**src/core/flash_seq_regs.svh**
```systemverilog
// Purpose: Opcodes, bit counts and field positions of the flash command sequencer.
// Assumes: Included by the sequencer only.
// Notes: Definitions only.
`ifndef FLASH_SEQ_REGS_SVH
`define FLASH_SEQ_REGS_SVH
`define OPC_DUAL_READ 8'hBB
`define OPC_PROG 8'h02
`define OPC_DUAL_PROG 8'hA2
`define OPC_SECT_ERASE 8'h20
`define OPC_BLK32_ERASE 8'h52
`define OPC_BLK64_ERASE 8'hD8
`define OPC_CHIP_ERASE_A 8'h60
`define OPC_CHIP_ERASE_B 8'hC7
`define OPC_SECID_READ 8'h88
`define OPC_WRITE_LATCH_SET 8'h06
`define OPC_LAST_CLK 5'h07
`define ADDR_LAST_SINGLE 5'h17
`define ADDR_LAST_DUAL 5'h0B
`define ADDR_LAST_SECID 5'h07
`define DUMMY_LAST_DUAL 5'h03
`define DUMMY_LAST_SECID 5'h07
`define PAIR_LAST 5'h03
`define BIT_LAST 5'h07
`define SECTOR_LSB 12
`define BLK32_LSB 15
`define BLK64_LSB 16
`define TOP_BLOCKS 8'h80
`define PROT_ALL_CODE 4'h8
`endif

```
**src/core/flash_seq_pkg.sv**
```systemverilog
// Purpose: Types shared by the flash command sequencer.
// Assumes: Nothing beyond the tool's SystemVerilog support.
// Notes: State codes are one-hot.
package flash_seq_pkg;
  typedef enum logic [7:0] {
    ST_IDLE = 8'h01, ST_OPC = 8'h02, ST_ADDR = 8'h04, ST_DUMMY = 8'h08,
    ST_OUT = 8'h10, ST_DATA = 8'h20, ST_SKIP = 8'h40, ST_COMMIT = 8'h80
  } seq_state_t;
  typedef enum logic [3:0] {
    CMD_NONE = 4'h0, CMD_DREAD = 4'h1, CMD_PROG = 4'h2, CMD_DPROG = 4'h3,
    CMD_SECT = 4'h4, CMD_BLK32 = 4'h5, CMD_BLK64 = 4'h6, CMD_CHIP = 4'h7,
    CMD_SECID = 4'h8, CMD_LATCH_SET = 4'h9
  } cmd_t;
  typedef enum logic [2:0] {
    OP_PROG = 3'h0, OP_SECT = 3'h1, OP_BLK32 = 3'h2, OP_BLK64 = 3'h3, OP_CHIP = 3'h4
  } op_kind_t;
endpackage

```
**src/core/flash_seq.sv**
```systemverilog
// Purpose: Device-side command sequencer of a serial flash on a four-wire link.
// Assumes: cs_n_i and sck_i are synchronous to clk_i and sck runs at most clk/4.
// Notes: The array, page latch and protection bits sit outside this block.
// Functional notes
// - Dual read: opcode on lane zero, then address and dummy on both lanes.
// - Dual read address moves two bits per clock, odd bits on lane one.
// - Both lane bits caught on one rising edge; dummy values ignored.
// - Dual output: lane one carries bits 7,5,3,1; lane zero 6,4,2,0.
// - Read output runs on with address wrap until chip select rises.
// - Program: opcode 02, 24-bit address, one or more data bytes.
// - Program and erase aimed at a protected area are ignored.
// - Array erase is ignored when any protection is set.
// - Beyond 256 data bytes only the last 256 are kept.
// - Program data wrap inside the target 256-byte page.
// - Program and erase are self-timed; busy shows progress.
// - Dual program: opcode A2, three address bytes, data on two lanes.
// - Dual program runs only if chip select rises on a byte boundary.
// - Opcode 20 erases the 4 KByte sector picked by bits 12 and up.
// - Opcode 52 erases the 32 KByte block picked by bits 15 and up.
// - Opcode D8 erases the 64 KByte block picked by the upper bits.
// - Opcode 60 or C7 erases the whole array.
// - Program and erase start only when chip select rises.
// - Security read: opcode 88, one address byte, one dummy byte.
// - Security data leave on falling edges from the given address.
// - Security output wraps to address zero and runs until chip select rises.
// - Write latch set command sets the write enable latch.
`timescale 1ns/1ps
`include "flash_seq_regs.svh"
module flash_seq
  import flash_seq_pkg::*;
#(
  parameter int ADDR_W = 23,
  parameter int SECID_W = 5
) (
  input wire logic clk_i,
  input wire logic rst_n_i,
  input wire logic cs_n_i,
  input wire logic sck_i,
  input wire logic serial_lane_zero_i,
  input wire logic serial_lane_one_i,
  output logic serial_lane_zero_o,
  output logic serial_lane_one_o,
  output logic serial_lane_zero_oe_o,
  output logic serial_lane_one_oe_o,
  input wire logic [3:0] protect_bits_i,
  output logic mem_rd_o,
  output logic secid_sel_o,
  output logic [ADDR_W-1:0] mem_addr_o,
  input wire logic [7:0] mem_rdata_i,
  output logic latch_clr_o,
  output logic latch_wr_o,
  output logic [15:0] latch_word_o,
  input wire logic latch_ready_i,
  output logic op_start_o,
  output op_kind_t op_kind_o,
  output logic [ADDR_W-1:0] op_addr_o,
  input wire logic op_done_i,
  output logic busy_o,
  output logic write_enable_latch_o
);
  seq_state_t state;
  cmd_t cmd;
  logic [4:0] cnt;
  logic [4:0] ocnt;
  logic [23:0] in_sr;
  logic [23:0] nsh;
  logic [ADDR_W-1:0] ptr;
  logic [ADDR_W-1:0] ptr_inc;
  logic [ADDR_W-1:0] new_addr;
  logic [7:0] pre;
  logic [7:0] out_sr;
  logic [7:0] col;
  logic [4:0] addr_last;
  logic sck_q, rise, fall, rd_q, got_byte, lost;
  logic dual_in, addr_done, dummy_done, byte_done, load_out, push;
  logic is_prog, is_read, prog_ok, erase_ok, take, we_latch_set;
  logic fifo_ready, fifo_empty;

  function automatic cmd_t decode(input logic [7:0] b);
    case (b)
      `OPC_DUAL_READ: decode = CMD_DREAD;
      `OPC_PROG: decode = CMD_PROG;
      `OPC_DUAL_PROG: decode = CMD_DPROG;
      `OPC_SECT_ERASE: decode = CMD_SECT;
      `OPC_BLK32_ERASE: decode = CMD_BLK32;
      `OPC_BLK64_ERASE: decode = CMD_BLK64;
      `OPC_CHIP_ERASE_A, `OPC_CHIP_ERASE_B: decode = CMD_CHIP;
      `OPC_SECID_READ: decode = CMD_SECID;
      `OPC_WRITE_LATCH_SET: decode = CMD_LATCH_SET;
      default: decode = CMD_NONE;
    endcase
  endfunction

  // Protection covers the top 2^(code-1) 64 KByte blocks; code 8 and up covers all.
  function automatic logic area_prot(input logic [3:0] bp, input logic [ADDR_W-1:0] a);
    logic [7:0] n;
    n = (bp >= `PROT_ALL_CODE) ? `TOP_BLOCKS : (8'h01 << (bp - 4'h1));
    area_prot = (bp != 4'h0) &&
      ({1'b0, a[ADDR_W-1:`BLK64_LSB]} >= (`TOP_BLOCKS - n));
  endfunction

  assign rise = sck_i && !sck_q;
  assign fall = !sck_i && sck_q;
  assign is_prog = (cmd == CMD_PROG) || (cmd == CMD_DPROG);
  assign is_read = (cmd == CMD_DREAD) || (cmd == CMD_SECID);
  assign dual_in = ((state == ST_ADDR) && (cmd == CMD_DREAD)) ||
    ((state == ST_DATA) && (cmd == CMD_DPROG));
  assign nsh = dual_in ? {in_sr[21:0], serial_lane_one_i, serial_lane_zero_i} :
    {in_sr[22:0], serial_lane_zero_i};
  assign addr_last = (cmd == CMD_DREAD) ? `ADDR_LAST_DUAL :
    (cmd == CMD_SECID) ? `ADDR_LAST_SECID : `ADDR_LAST_SINGLE;
  assign addr_done = rise && (state == ST_ADDR) && (cnt == addr_last);
  assign dummy_done = rise && (state == ST_DUMMY) &&
    (cnt == ((cmd == CMD_DREAD) ? `DUMMY_LAST_DUAL : `DUMMY_LAST_SECID));
  assign byte_done = rise && (state == ST_DATA) &&
    (cnt == ((cmd == CMD_DPROG) ? `PAIR_LAST : `BIT_LAST));
  assign push = byte_done && is_prog;
  assign load_out = dummy_done || (fall && (state == ST_OUT) &&
    (ocnt == ((cmd == CMD_DREAD) ? `PAIR_LAST : `BIT_LAST)));
  assign new_addr = (cmd == CMD_SECID) ? ADDR_W'(nsh[SECID_W-1:0]) : nsh[ADDR_W-1:0];
  assign ptr_inc = (cmd == CMD_SECID) ? ADDR_W'(SECID_W'(ptr + 1'b1)) :
    ptr + 1'b1;
  assign prog_ok = is_prog && (state == ST_DATA) && (cnt == 5'h00) &&
    got_byte && !lost && !area_prot(protect_bits_i, ptr);
  assign erase_ok = ((state == ST_SKIP) && ((cmd == CMD_SECT) || (cmd == CMD_BLK32) ||
    (cmd == CMD_BLK64)) && !area_prot(protect_bits_i, ptr)) ||
    ((state == ST_SKIP) && (cmd == CMD_CHIP) && (protect_bits_i == 4'h0));
  assign take = cs_n_i && (prog_ok || erase_ok) && write_enable_latch_o && !busy_o;
  assign we_latch_set = cs_n_i && (state == ST_SKIP) && (cmd == CMD_LATCH_SET);

  always_ff @(posedge clk_i)
  begin
    if (!rst_n_i)
      sck_q <= 1'b0;
    else
      sck_q <= sck_i;
  end

  // Command framing: opcode, address, dummy and data phases.
  always_ff @(posedge clk_i)
  begin
    if (!rst_n_i)
    begin
      state <= ST_IDLE;
      cmd <= CMD_NONE;
      cnt <= 5'h00;
      in_sr <= 24'h00_0000;
    end
    else if (state == ST_COMMIT)
    begin
      if (fifo_empty)
        state <= ST_IDLE;
    end
    else if (cs_n_i)
      state <= take ? ST_COMMIT : ST_IDLE;
    else if (state == ST_IDLE)
    begin
      state <= ST_OPC;
      cnt <= 5'h00;
    end
    else if (rise)
    begin
      case (state)
        ST_OPC:
        begin
          in_sr <= nsh;
          cnt <= (cnt == `OPC_LAST_CLK) ? 5'h00 : cnt + 5'h01;
          if (cnt == `OPC_LAST_CLK)
          begin
            cmd <= decode(nsh[7:0]);
            state <= (decode(nsh[7:0]) inside {CMD_NONE, CMD_CHIP, CMD_LATCH_SET}) ?
              ST_SKIP : ST_ADDR;
          end
        end
        ST_ADDR:
        begin
          in_sr <= nsh;
          cnt <= addr_done ? 5'h00 : cnt + 5'h01;
          if (addr_done)
            state <= is_read ? ST_DUMMY : is_prog ? ST_DATA : ST_SKIP;
        end
        ST_DUMMY:
        begin
          cnt <= dummy_done ? 5'h00 : cnt + 5'h01;
          if (dummy_done)
            state <= ST_OUT;
        end
        ST_DATA:
        begin
          in_sr <= nsh;
          cnt <= byte_done ? 5'h00 : cnt + 5'h01;
        end
        default:
          state <= state;
      endcase
    end
  end

  // Read pointer and array fetches; data return one cycle after mem_rd_o.
  always_ff @(posedge clk_i)
  begin
    if (!rst_n_i)
    begin
      ptr <= '0;
      mem_rd_o <= 1'b0;
      mem_addr_o <= '0;
      secid_sel_o <= 1'b0;
      rd_q <= 1'b0;
      pre <= 8'h00;
    end
    else
    begin
      rd_q <= mem_rd_o;
      if (rd_q)
        pre <= mem_rdata_i;
      mem_rd_o <= 1'b0;
      if (addr_done)
      begin
        ptr <= new_addr;
        mem_rd_o <= is_read;
        mem_addr_o <= new_addr;
        secid_sel_o <= (cmd == CMD_SECID);
      end
      else if (load_out)
      begin
        ptr <= ptr_inc;
        mem_rd_o <= 1'b1;
        mem_addr_o <= ptr_inc;
      end
    end
  end

  // Output shifting on falling clock edges; lanes are released when chip select rises.
  always_ff @(posedge clk_i)
  begin
    if (!rst_n_i || cs_n_i)
    begin
      serial_lane_zero_o <= 1'b0;
      serial_lane_one_o <= 1'b0;
      serial_lane_zero_oe_o <= 1'b0;
      serial_lane_one_oe_o <= 1'b0;
      out_sr <= 8'h00;
      ocnt <= 5'h00;
    end
    else if (dummy_done)
    begin
      out_sr <= pre;
      ocnt <= 5'h00;
    end
    else if (fall && (state == ST_OUT))
    begin
      serial_lane_one_o <= out_sr[7];
      serial_lane_one_oe_o <= 1'b1;
      if (cmd == CMD_DREAD)
      begin
        serial_lane_zero_o <= out_sr[6];
        serial_lane_zero_oe_o <= 1'b1;
        out_sr <= {out_sr[5:0], 2'b00};
      end
      else
        out_sr <= {out_sr[6:0], 1'b0};
      ocnt <= ocnt + 5'h01;
      if (load_out)
      begin
        out_sr <= pre;
        ocnt <= 5'h00;
      end
    end
  end

  // Page column tracking; the column wraps so later bytes overwrite earlier ones.
  always_ff @(posedge clk_i)
  begin
    if (!rst_n_i)
    begin
      col <= 8'h00;
      got_byte <= 1'b0;
      lost <= 1'b0;
      latch_clr_o <= 1'b0;
    end
    else
    begin
      latch_clr_o <= addr_done && is_prog;
      if (addr_done)
      begin
        col <= nsh[7:0];
        got_byte <= 1'b0;
        lost <= 1'b0;
      end
      else if (push)
      begin
        col <= col + 8'h01;
        got_byte <= 1'b1;
        if (!fifo_ready)
          lost <= 1'b1;
      end
    end
  end

  byte_fifo #(
    .W(16),
    .D(16),
    .AW(4)
  ) u_fifo (
    .clk_i(clk_i),
    .rst_n_i(rst_n_i),
    .in_valid_i(push),
    .in_data_i({col, nsh[7:0]}),
    .in_ready_o(fifo_ready),
    .out_valid_o(latch_wr_o),
    .out_data_o(latch_word_o),
    .out_ready_i(latch_ready_i),
    .empty_o(fifo_empty)
  );

  // Operation launch once all data reached the page latch.
  always_ff @(posedge clk_i)
  begin
    if (!rst_n_i)
    begin
      op_start_o <= 1'b0;
      op_kind_o <= OP_PROG;
      op_addr_o <= '0;
    end
    else
    begin
      op_start_o <= (state == ST_COMMIT) && fifo_empty;
      if (take)
      begin
        case (cmd)
          CMD_SECT:
          begin
            op_kind_o <= OP_SECT;
            op_addr_o <= {ptr[ADDR_W-1:`SECTOR_LSB], `SECTOR_LSB'(0)};
          end
          CMD_BLK32:
          begin
            op_kind_o <= OP_BLK32;
            op_addr_o <= {ptr[ADDR_W-1:`BLK32_LSB], `BLK32_LSB'(0)};
          end
          CMD_BLK64:
          begin
            op_kind_o <= OP_BLK64;
            op_addr_o <= {ptr[ADDR_W-1:`BLK64_LSB], `BLK64_LSB'(0)};
          end
          CMD_CHIP:
          begin
            op_kind_o <= OP_CHIP;
            op_addr_o <= '0;
          end
          default:
          begin
            op_kind_o <= OP_PROG;
            op_addr_o <= ptr;
          end
        endcase
      end
    end
  end

  always_ff @(posedge clk_i)
  begin
    if (!rst_n_i)
    begin
      busy_o <= 1'b0;
      write_enable_latch_o <= 1'b0;
    end
    else if (busy_o && op_done_i)
    begin
      busy_o <= 1'b0;
      write_enable_latch_o <= 1'b0;
    end
    else if (take)
      busy_o <= 1'b1;
    else if (we_latch_set)
      write_enable_latch_o <= 1'b1;
  end
endmodule

```
**src/core/byte_fifo.sv**
```systemverilog
// Purpose: Small FIFO with registered output for the program data stream.
// Assumes: One clock, synchronous active-low reset.
// Notes: Read data leave from a register; in_ready_o is low when full.
`timescale 1ns/1ps
module byte_fifo #(
  parameter int W = 16,
  parameter int D = 16,
  parameter int AW = 4
) (
  input wire logic clk_i,
  input wire logic rst_n_i,
  input wire logic in_valid_i,
  input wire logic [W-1:0] in_data_i,
  output logic in_ready_o,
  output logic out_valid_o,
  output logic [W-1:0] out_data_o,
  input wire logic out_ready_i,
  output logic empty_o
);
  localparam logic [AW:0] FULL = (AW+1)'(D);
  logic [W-1:0] mem [D];
  logic [AW-1:0] wr_ptr;
  logic [AW-1:0] rd_ptr;
  logic [AW:0] cnt;
  logic push;
  logic pop;

  assign in_ready_o = (cnt != FULL);
  assign push = in_valid_i && in_ready_o;
  assign pop = (cnt != '0) && (!out_valid_o || out_ready_i);
  assign empty_o = (cnt == '0) && !out_valid_o;

  always_ff @(posedge clk_i)
  begin
    if (push)
      mem[wr_ptr] <= in_data_i;
  end

  always_ff @(posedge clk_i)
  begin
    if (!rst_n_i)
    begin
      wr_ptr <= '0;
      rd_ptr <= '0;
      cnt <= '0;
    end
    else
    begin
      if (push)
        wr_ptr <= wr_ptr + 1'b1;
      if (pop)
        rd_ptr <= rd_ptr + 1'b1;
      cnt <= cnt + (AW+1)'(push) - (AW+1)'(pop);
    end
  end

  always_ff @(posedge clk_i)
  begin
    if (!rst_n_i)
    begin
      out_valid_o <= 1'b0;
      out_data_o <= '0;
    end
    else if (pop)
    begin
      out_valid_o <= 1'b1;
      out_data_o <= mem[rd_ptr];
    end
    else if (out_ready_i)
      out_valid_o <= 1'b0;
  end
endmodule

```
**config.mk**
```make
export PLATFORM = sky130hd
export DESIGN_NAME = flash_seq
export DESIGN_NICKNAME = d
export VERILOG_FILES = /design/src/core/flash_seq_pkg.sv /design/src/core/flash_seq.sv /design/src/core/byte_fifo.sv
export VERILOG_INCLUDE_DIRS = /design/src /design/src/core
export SDC_FILE = /design/constraint.sdc
export NUM_CORES = 1
export LEC_CHECK = 0
export BUFFER_PORTS_ARGS = -buffer_cell sky130_fd_sc_hd__buf_2
export CAP_MARGIN = 25
export CORE_ASPECT_RATIO = 0.5
export CORE_MARGIN = 8
export CORE_UTILIZATION = 65
export CTS_CLUSTER_SIZE = 16
export DETAILED_ROUTE_END_ITERATION = 6
export HOLD_SLACK_MARGIN = 0.02
export PLACE_DENSITY = 0.91
export SLEW_MARGIN = 10
export SYNTH_ARGS = -nofsm -noshare
export SYNTH_HDL_FRONTEND = slang
export SYNTH_SLANG_ARGS = --single-unit
```
**constraint.sdc**
```tcl
create_clock -name clk_i -period 5.5 [get_ports clk_i]
set_input_delay 0.55 -clock clk_i [delete_from_list [all_inputs] [get_ports clk_i]]
set_output_delay 0.55 -clock clk_i [all_outputs]
set_load 0.1 [all_outputs]
```
==> reports/results.txt, run 1 <==
CP endpoint kind -> flop
Root Driver -> clkbuf_16
Worst-path clk slew -> 0.06 ns
Max-slew violations -> 0
CP Buf/Inv Count -> 2
Total chip power -> 7.19 mW
Distinct cell type count after synthesis -> 84
DP HPWL -> 31,100 microns
Hold Crit Endpoint -> write_enable_latch_o$_SDFFE_PP0P_
Crit share post-route -> 72.4%
MaxCap Viol Count -> 0
Hold path depth -> 2
Most frequent CP cell -> nand2_1
Core area -> 27,800 sq um
Rel. slew slack -> 24.2%
Initial Util -> 66.1%
Worst R2R Path Depth -> 8
Worst ir drop on vdd -> 0.234 mV
Die ar. -> 34,200 sq um
Hold Vio Cnt, Final -> 0
Sequential-to-total area share from yosys stat -> 59.4%
# rows -> 43
Antenna diodes -> 0
Seq cells post-synth -> 417
Global placement routability congestion -> 0.934
H-tree depth -> 2
Number of synthesized flops with an enable pin -> 256
Crit path launch -> state[7]$_SDFFE_PN0P_
Clock skew -> 0.0208 ns
First-pass GRT wire length -> 78,700 microns
Hold_sp -> op_done_i
DR vias -> 13,800
Initial antenna violation count -> 0
Multi-input logic area -> 6930 sq um
DR iter-0 viols -> 2,419
CTS sink cnt -> 417
Critical R2R Capture -> u_fifo.mem[15][8]$_DFFE_PP_
CTS tree -> built
R2R setup slack -> 1.52 ns
GRT Resource Usage Total -> 29.8%
Largest net degree at the start of global routing -> 66
Drt wl/cell -> 26.5 microns
CP required -> 5.75 ns
CP peak stage delay -> 0.75 ns
Vias per cell -> 7.07
P_leak -> 7.27 nW
Post-CTS Resized -> 0
CTS Buf Count -> 36
Number of global-route vias before repair -> 13,200
Post-layout nets -> 1,594
Io pins -> 96
Worst-Margin Slew -> 1.14 ns
Sequential cell area -> 10,900 sq um
Gr ovfl total -> 0
Post-CTS setup buffer count -> 0
Setup Crit Path Kind -> flop to flop
Startpoint Class -> flop
TritonRoute pass-1 iters -> 6
Total wire length -> 51,800 microns
Avg Inst Size Synth -> 12.5 sq um
Post-synthesis net count -> 1,518
DRC -> 0
RSZ-0062 raised after global routing -> no
TNS Setup -> 0 ns
Worst-path cell chain -> nor4_4 -> nand2_1 -> nor4_2 -> buf_4 -> nor2b_1 -> nand2_1 -> nor2_1 -> buf_6
Max frequency -> 251 MHz
Crit path max-delay family -> simple AND/OR/NAND/NOR gates
RR Startpoint -> state[7]$_SDFFE_PN0P_
CP Max Fanout -> 13
Ys flop type -> edfxtp_1
Syn Std Cell Area -> 18,400 sq um
Warnings from Yosys -> 0
Cell count after synthesis -> 1,473
CP max stage cell -> nor2_1
Ys async rst share -> 0%
Most common cell after layout, fill and taps aside -> edfxtp_1
# fillers -> 1,604
Worst-case clock buffer depth -> 3
Area Growth Syn to Fin -> 11.0%
Clock Latency Late Sink -> 0.55 ns
Die height -> 135 microns
Crit path DAT -> 4.23 ns
Die W -> 254 microns
Power Density -> 353 nW/um^2
Post-DRT Antenna Nets -> 0
Final min period -> 3.98 ns
Most frequent cells in the layout -> edfxtp_1, dfxtp_1, nand2_1
Setup Viol. Count Final -> 0
Layout cells sized above 1 -> 18.7%
Outcome -> finished clean
Count of hold-fix buffers inserted at cts -> 0
Worst Hold Class -> primary input to flop
IO Port Bufs -> 95
[cells by family (layout without fill, tap and decap cells)]
logic type      count (synthesis)  count (layout)  synth area share (%)
compound gates                243             243                  8.47
xor+xnor                       37              37                  1.76
fa+ha+maj                      25              25                  1.74
buf+inv                       123             225                  2.98
flops                         417             417                  59.4
mux                           111             111                  11.6
simple gates                  517             517                  14.1
[worst max-delay path by stage]
stage               depth (start not counted)                           end
floorplan                                   8    u_fifo.mem[3][0]$_DFFE_PP_
global placement                            7   u_fifo.mem[7][11]$_DFFE_PP_
detailed placement                          8  u_fifo.mem[15][15]$_DFFE_PP_
CTS                                         8   u_fifo.mem[15][8]$_DFFE_PP_
global route                                8  u_fifo.mem[15][11]$_DFFE_PP_
finish                                      8   u_fifo.mem[15][8]$_DFFE_PP_
[layout make-up]
cell class | count | area share [%]
Inverter | 34 | 0.632
Clock inverter | 14 | 0.798
Clock buffer | 50 | 4.97
Sequential cell | 417 | 53.6
Tap cell | 382 | 2.35
Multi-Input combinational cell | 933 | 34.0
Timing Repair Buffer | 127 | 3.67
[power breakdown]
group	switching (mW)	leakage (nW)	total, mW	internal, mW
logic	0.711	2.82	1.12	0.412
clock network	1.17	0.575	2.61	1.44
registers	0.121	3.88	3.46	3.33
total	2.00	7.27	7.19	5.19
[synthesized netlist by cell type, types with 3 or more instances]
cell	n	area share (%)
a211o_1	3	0.14
a211oi_1	34	1.4
a21boi_0	3	0.12
a21oi_1	90	2.5
a22oi_1	5	0.20
a31oi_1	9	0.31
and2_1	12	0.41
and3_1	22	0.75
and4_1	3	0.14
buf_1	6	0.12
buf_2	19	0.52
buf_6	7	0.43
clkbuf_1	54	1.1
dfxtp_1	161	18
edfxtp_1	256	42
ha_1	24	1.6
inv_1	33	0.67
mux2i_1	29	1.6
mux4_2	80	9.8
nand2_1	156	3.2
nand2b_1	13	0.44
nand3_1	65	1.8
nand4_1	27	0.92
nand4b_1	3	0.14
nor2_1	126	2.6
nor2b_1	11	0.37
nor3_1	27	0.74
nor4_1	6	0.20
o2111ai_1	3	0.14
o211ai_1	19	0.78
o21a_1	9	0.37
o21ai_0	41	1.1
o31ai_1	3	0.12
or2_2	3	0.10
or3_1	5	0.17
or4_1	7	0.29
xnor2_1	19	0.91
xor2_1	18	0.86
[sequential cells by signal (all words and copies together), names as in the netlist, 3 cells and up]
| register | cells |
|---|---|
| u_fifo.mem | 256 |
| cmd | 4 |
| in_sr | 22 |
| u_fifo.rd_ptr | 4 |
| u_fifo.wr_ptr | 4 |
| pre | 8 |
| out_sr | 8 |
| ocnt | 5 |
| op_kind_o | 3 |
| u_fifo.cnt | 5 |
| ptr | 23 |
| state | 8 |
| col | 8 |
| cnt | 5 |
| op_addr_o | 23 |
| u_fifo.out_data_o | 16 |
[metrics by stage]
stage / std cells / setup slack, ns / util (%) / area [sq um] / hold slack (ns)
4_1_cts: 1954 / 1.58 / 73.2 / 20300 / 0.220
5_1_grt: 1957 / 1.28 / 73.4 / 20400 / 0.243
3_5_place_dp: 1890 / 1.70 / 69.0 / 19200 / 0.442
6_report: 1957 / 1.52 / 73.4 / 20400 / 0.224
2_1_floorplan: 1473 / 2.07 / - / 18400 / 0.431
3_3_place_gp: 1888 / 1.68 / 68.9 / 19100 / 0.436
[metal layers]
| layer | routed length [microns] | global-route usage (%) | vias up | share of wire [%] |
|---|---|---|---|---|
| met3 | 6190 | 6.33 | 260 | 12 |
| met4 | 2620 | 13.3 | 0 | 5.1 |
| met5 | 0 | 0 | - | 0 |
| li1 | - | - | 5680 | - |
| met2 | 24200 | 48.6 | 1248 | 47 |
| met1 | 18700 | 38.4 | 6641 | 36 |
Note: power is estimated with default switching activity, not from simulation.
==> inputs of run 2 (changes only) <==
- CORE_UTILIZATION: 65 -> 61
- PLACE_DENSITY: 0.91 -> 0.86
- clock period: 5.5 -> 3.8 ns (I/O delays scaled with it)
==> run 2 against run 1 <==
Net effect:
- hold slack got worse by 0.17 ns
- sequential share of layout area shrank 0.48 points
- clock skew up 0.012 ns
- highest routed layer is now met5
==> reports/results.txt, run 2 (synthesis results as in run 1) <==
# fillers -> 2,018
Number of global-route vias before repair -> 12,700
CTS sink cnt -> 417
CTS Buf Count -> 37
CP required -> 3.97 ns
# placed instances -> 1,928
Cell Area, Placed -> 19,400 sq um
Post-CTS Resized -> 0
Metal3 WL -> 7080 microns
Outcome -> finished clean
Core area -> 30,000 sq um
Worst-case clock buffer depth -> 3
CP Max Fanout -> 20
Worst Hold Class -> primary input to flop
Max-slew violations -> 0
Top reg by flops -> u_fifo.mem
Crit share post-route -> 94.3%
TritonRoute pass-1 iters -> 6
Power Density -> 502 nW/um^2
Vias per cell -> 6.64
Die height -> 139 microns
Setup Viol. Count Final -> 0
Initial antenna violation count -> 1
Die W -> 261 microns
Startpoint Class -> flop
DP HPWL -> 32,300 microns
Root Driver -> clkbuf_16
First-pass GRT wire length -> 75,600 microns
M1 WL -> 20,700 microns
Io pins -> 96
TNS Setup -> 0 ns
Drt wl/cell -> 24.7 microns
MaxCap Viol Count -> 0
Worst ir drop on vdd -> 0.317 mV
Multi-input logic area -> 6930 sq um
Layout cells sized above 1 -> 19.6%
Non-Filler Instances -> 1,995
Max frequency -> 279 MHz
Die ar. -> 36,200 sq um
Post-layout nets -> 1,613
DR iter-0 viols -> 2,096
CTS tree -> built
Design area -> 20,600 sq um
Clock Latency Late Sink -> 0.54 ns
Top Metal Used -> met5
DR vias -> 13,300
Crit path DAT -> 3.75 ns
Count of hold-fix buffers inserted at cts -> 0
Most frequent cells in the layout -> edfxtp_1, dfxtp_1, nand2_1
Worst-Margin Slew -> 0.932 ns
RSZ-0062 raised after global routing -> no
Max reg flops -> 256
Initial Util -> 61.3%
Clock skew -> 0.0327 ns
Global placement routability congestion -> 0.965
Area Growth Syn to Fin -> 12.0%
# rows -> 45
Post-DRT Antenna Nets -> 0
DRC -> 0
Largest net degree at the start of global routing -> 64
Post-CTS setup buffer count -> 0
Total chip power -> 10.3 mW
Setup Crit Path Kind -> flop to flop
Rel. slew slack -> 37.4%
H-tree depth -> 2
Antenna diodes -> 0
Sequential cell area -> 10,900 sq um
GRT Resource Usage Total -> 26.8%
CP endpoint kind -> flop
Gr ovfl total -> 0
P_leak -> 7.37 nW
DR WL met2 -> 20,500 microns
Final min period -> 3.58 ns
Most common cell after layout, fill and taps aside -> edfxtp_1
Biggest regs -> u_fifo.mem (256), op_addr_o (23), ptr (23)
IO Port Bufs -> 95
Hold Vio Cnt, Final -> 0
Worst-path clk slew -> 0.08 ns
Total wire length -> 49,300 microns
==> run 2: cell types whose count changed in the layout (fill, tap and decap cells not counted) <==
cell and change:
buf_8 -1, clkbuf_16 +2, buf_12 +2, dfxtp_2 +1, clkbuf_1 +1, dfxtp_1 -1, buf_4 +20, clkinvlp_4 +2
buf_6 -3, inv_4 +1, inv_6 -2, clkinv_1 +2, clkbuf_8 -3
==> run 2: final timing paths <==
check                        startpoint                                 to  slack (ns)  cells past startpoint
min reg2reg  op_addr_o[14]$_SDFFE_PN0P_         op_addr_o[14]$_SDFFE_PN0P_        0.45                      2
max                 cmd[0]$_SDFFE_PN0P_         u_fifo.mem[2][4]$_DFFE_PP_        0.22                      6
min                           op_done_i  write_enable_latch_o$_SDFFE_PP0P_        0.06                      2
max reg2reg         cmd[0]$_SDFFE_PN0P_         u_fifo.mem[2][4]$_DFFE_PP_        0.22                      6
==> run 2: where the power goes <==
part           total [mW]  switching [mW]  internal (mW)  leakage, nW
clock                3.79            1.68           2.11        0.578
sequential           5.00           0.173           4.83         3.88
combinational        1.54           0.946          0.598         2.92
==> run 2: layout make-up <==
cell class / instances / area share, %
flip-flops and latches: 417 / 53.1
multi-input cells: 933 / 33.7
clock buffers: 50 / 4.99
repair buffers: 145 / 4.32
well taps: 399 / 2.43
clock inverters: 17 / 0.840
inverters: 34 / 0.633
==> run 2: worst max-delay path, stage by stage, from the launching register on <==
cell and delay (ns):
dfxtp_1 0.66, or4b_1 0.76, nor3_4 0.33, nor2_2 0.06, buf_4 0.24, a21boi_0 0.72
inv_1 0.44
==> run 2: per-stage QoR <==
step | hold WS, ns | utilization (%) | worst slack (ns)
2_1_floorplan | 0.431 | - | 0.373
3_3_place_gp | 0.434 | 64.7 | 0.642
3_5_place_dp | 0.441 | 64.7 | 0.403
4_1_cts | 0.0408 | 68.7 | 0.387
5_1_grt | 0.0488 | 68.7 | 0.225
6_report | 0.0550 | 68.7 | 0.217
==> run 2: metal layers <==
layer | vias up | global-route usage, %
li1 | 5727 | -
met1 | 6478 | 40.6
met2 | 945 | 37.0
met3 | 103 | 8.74
met4 | 2 | 5.86
met5 | - | 0
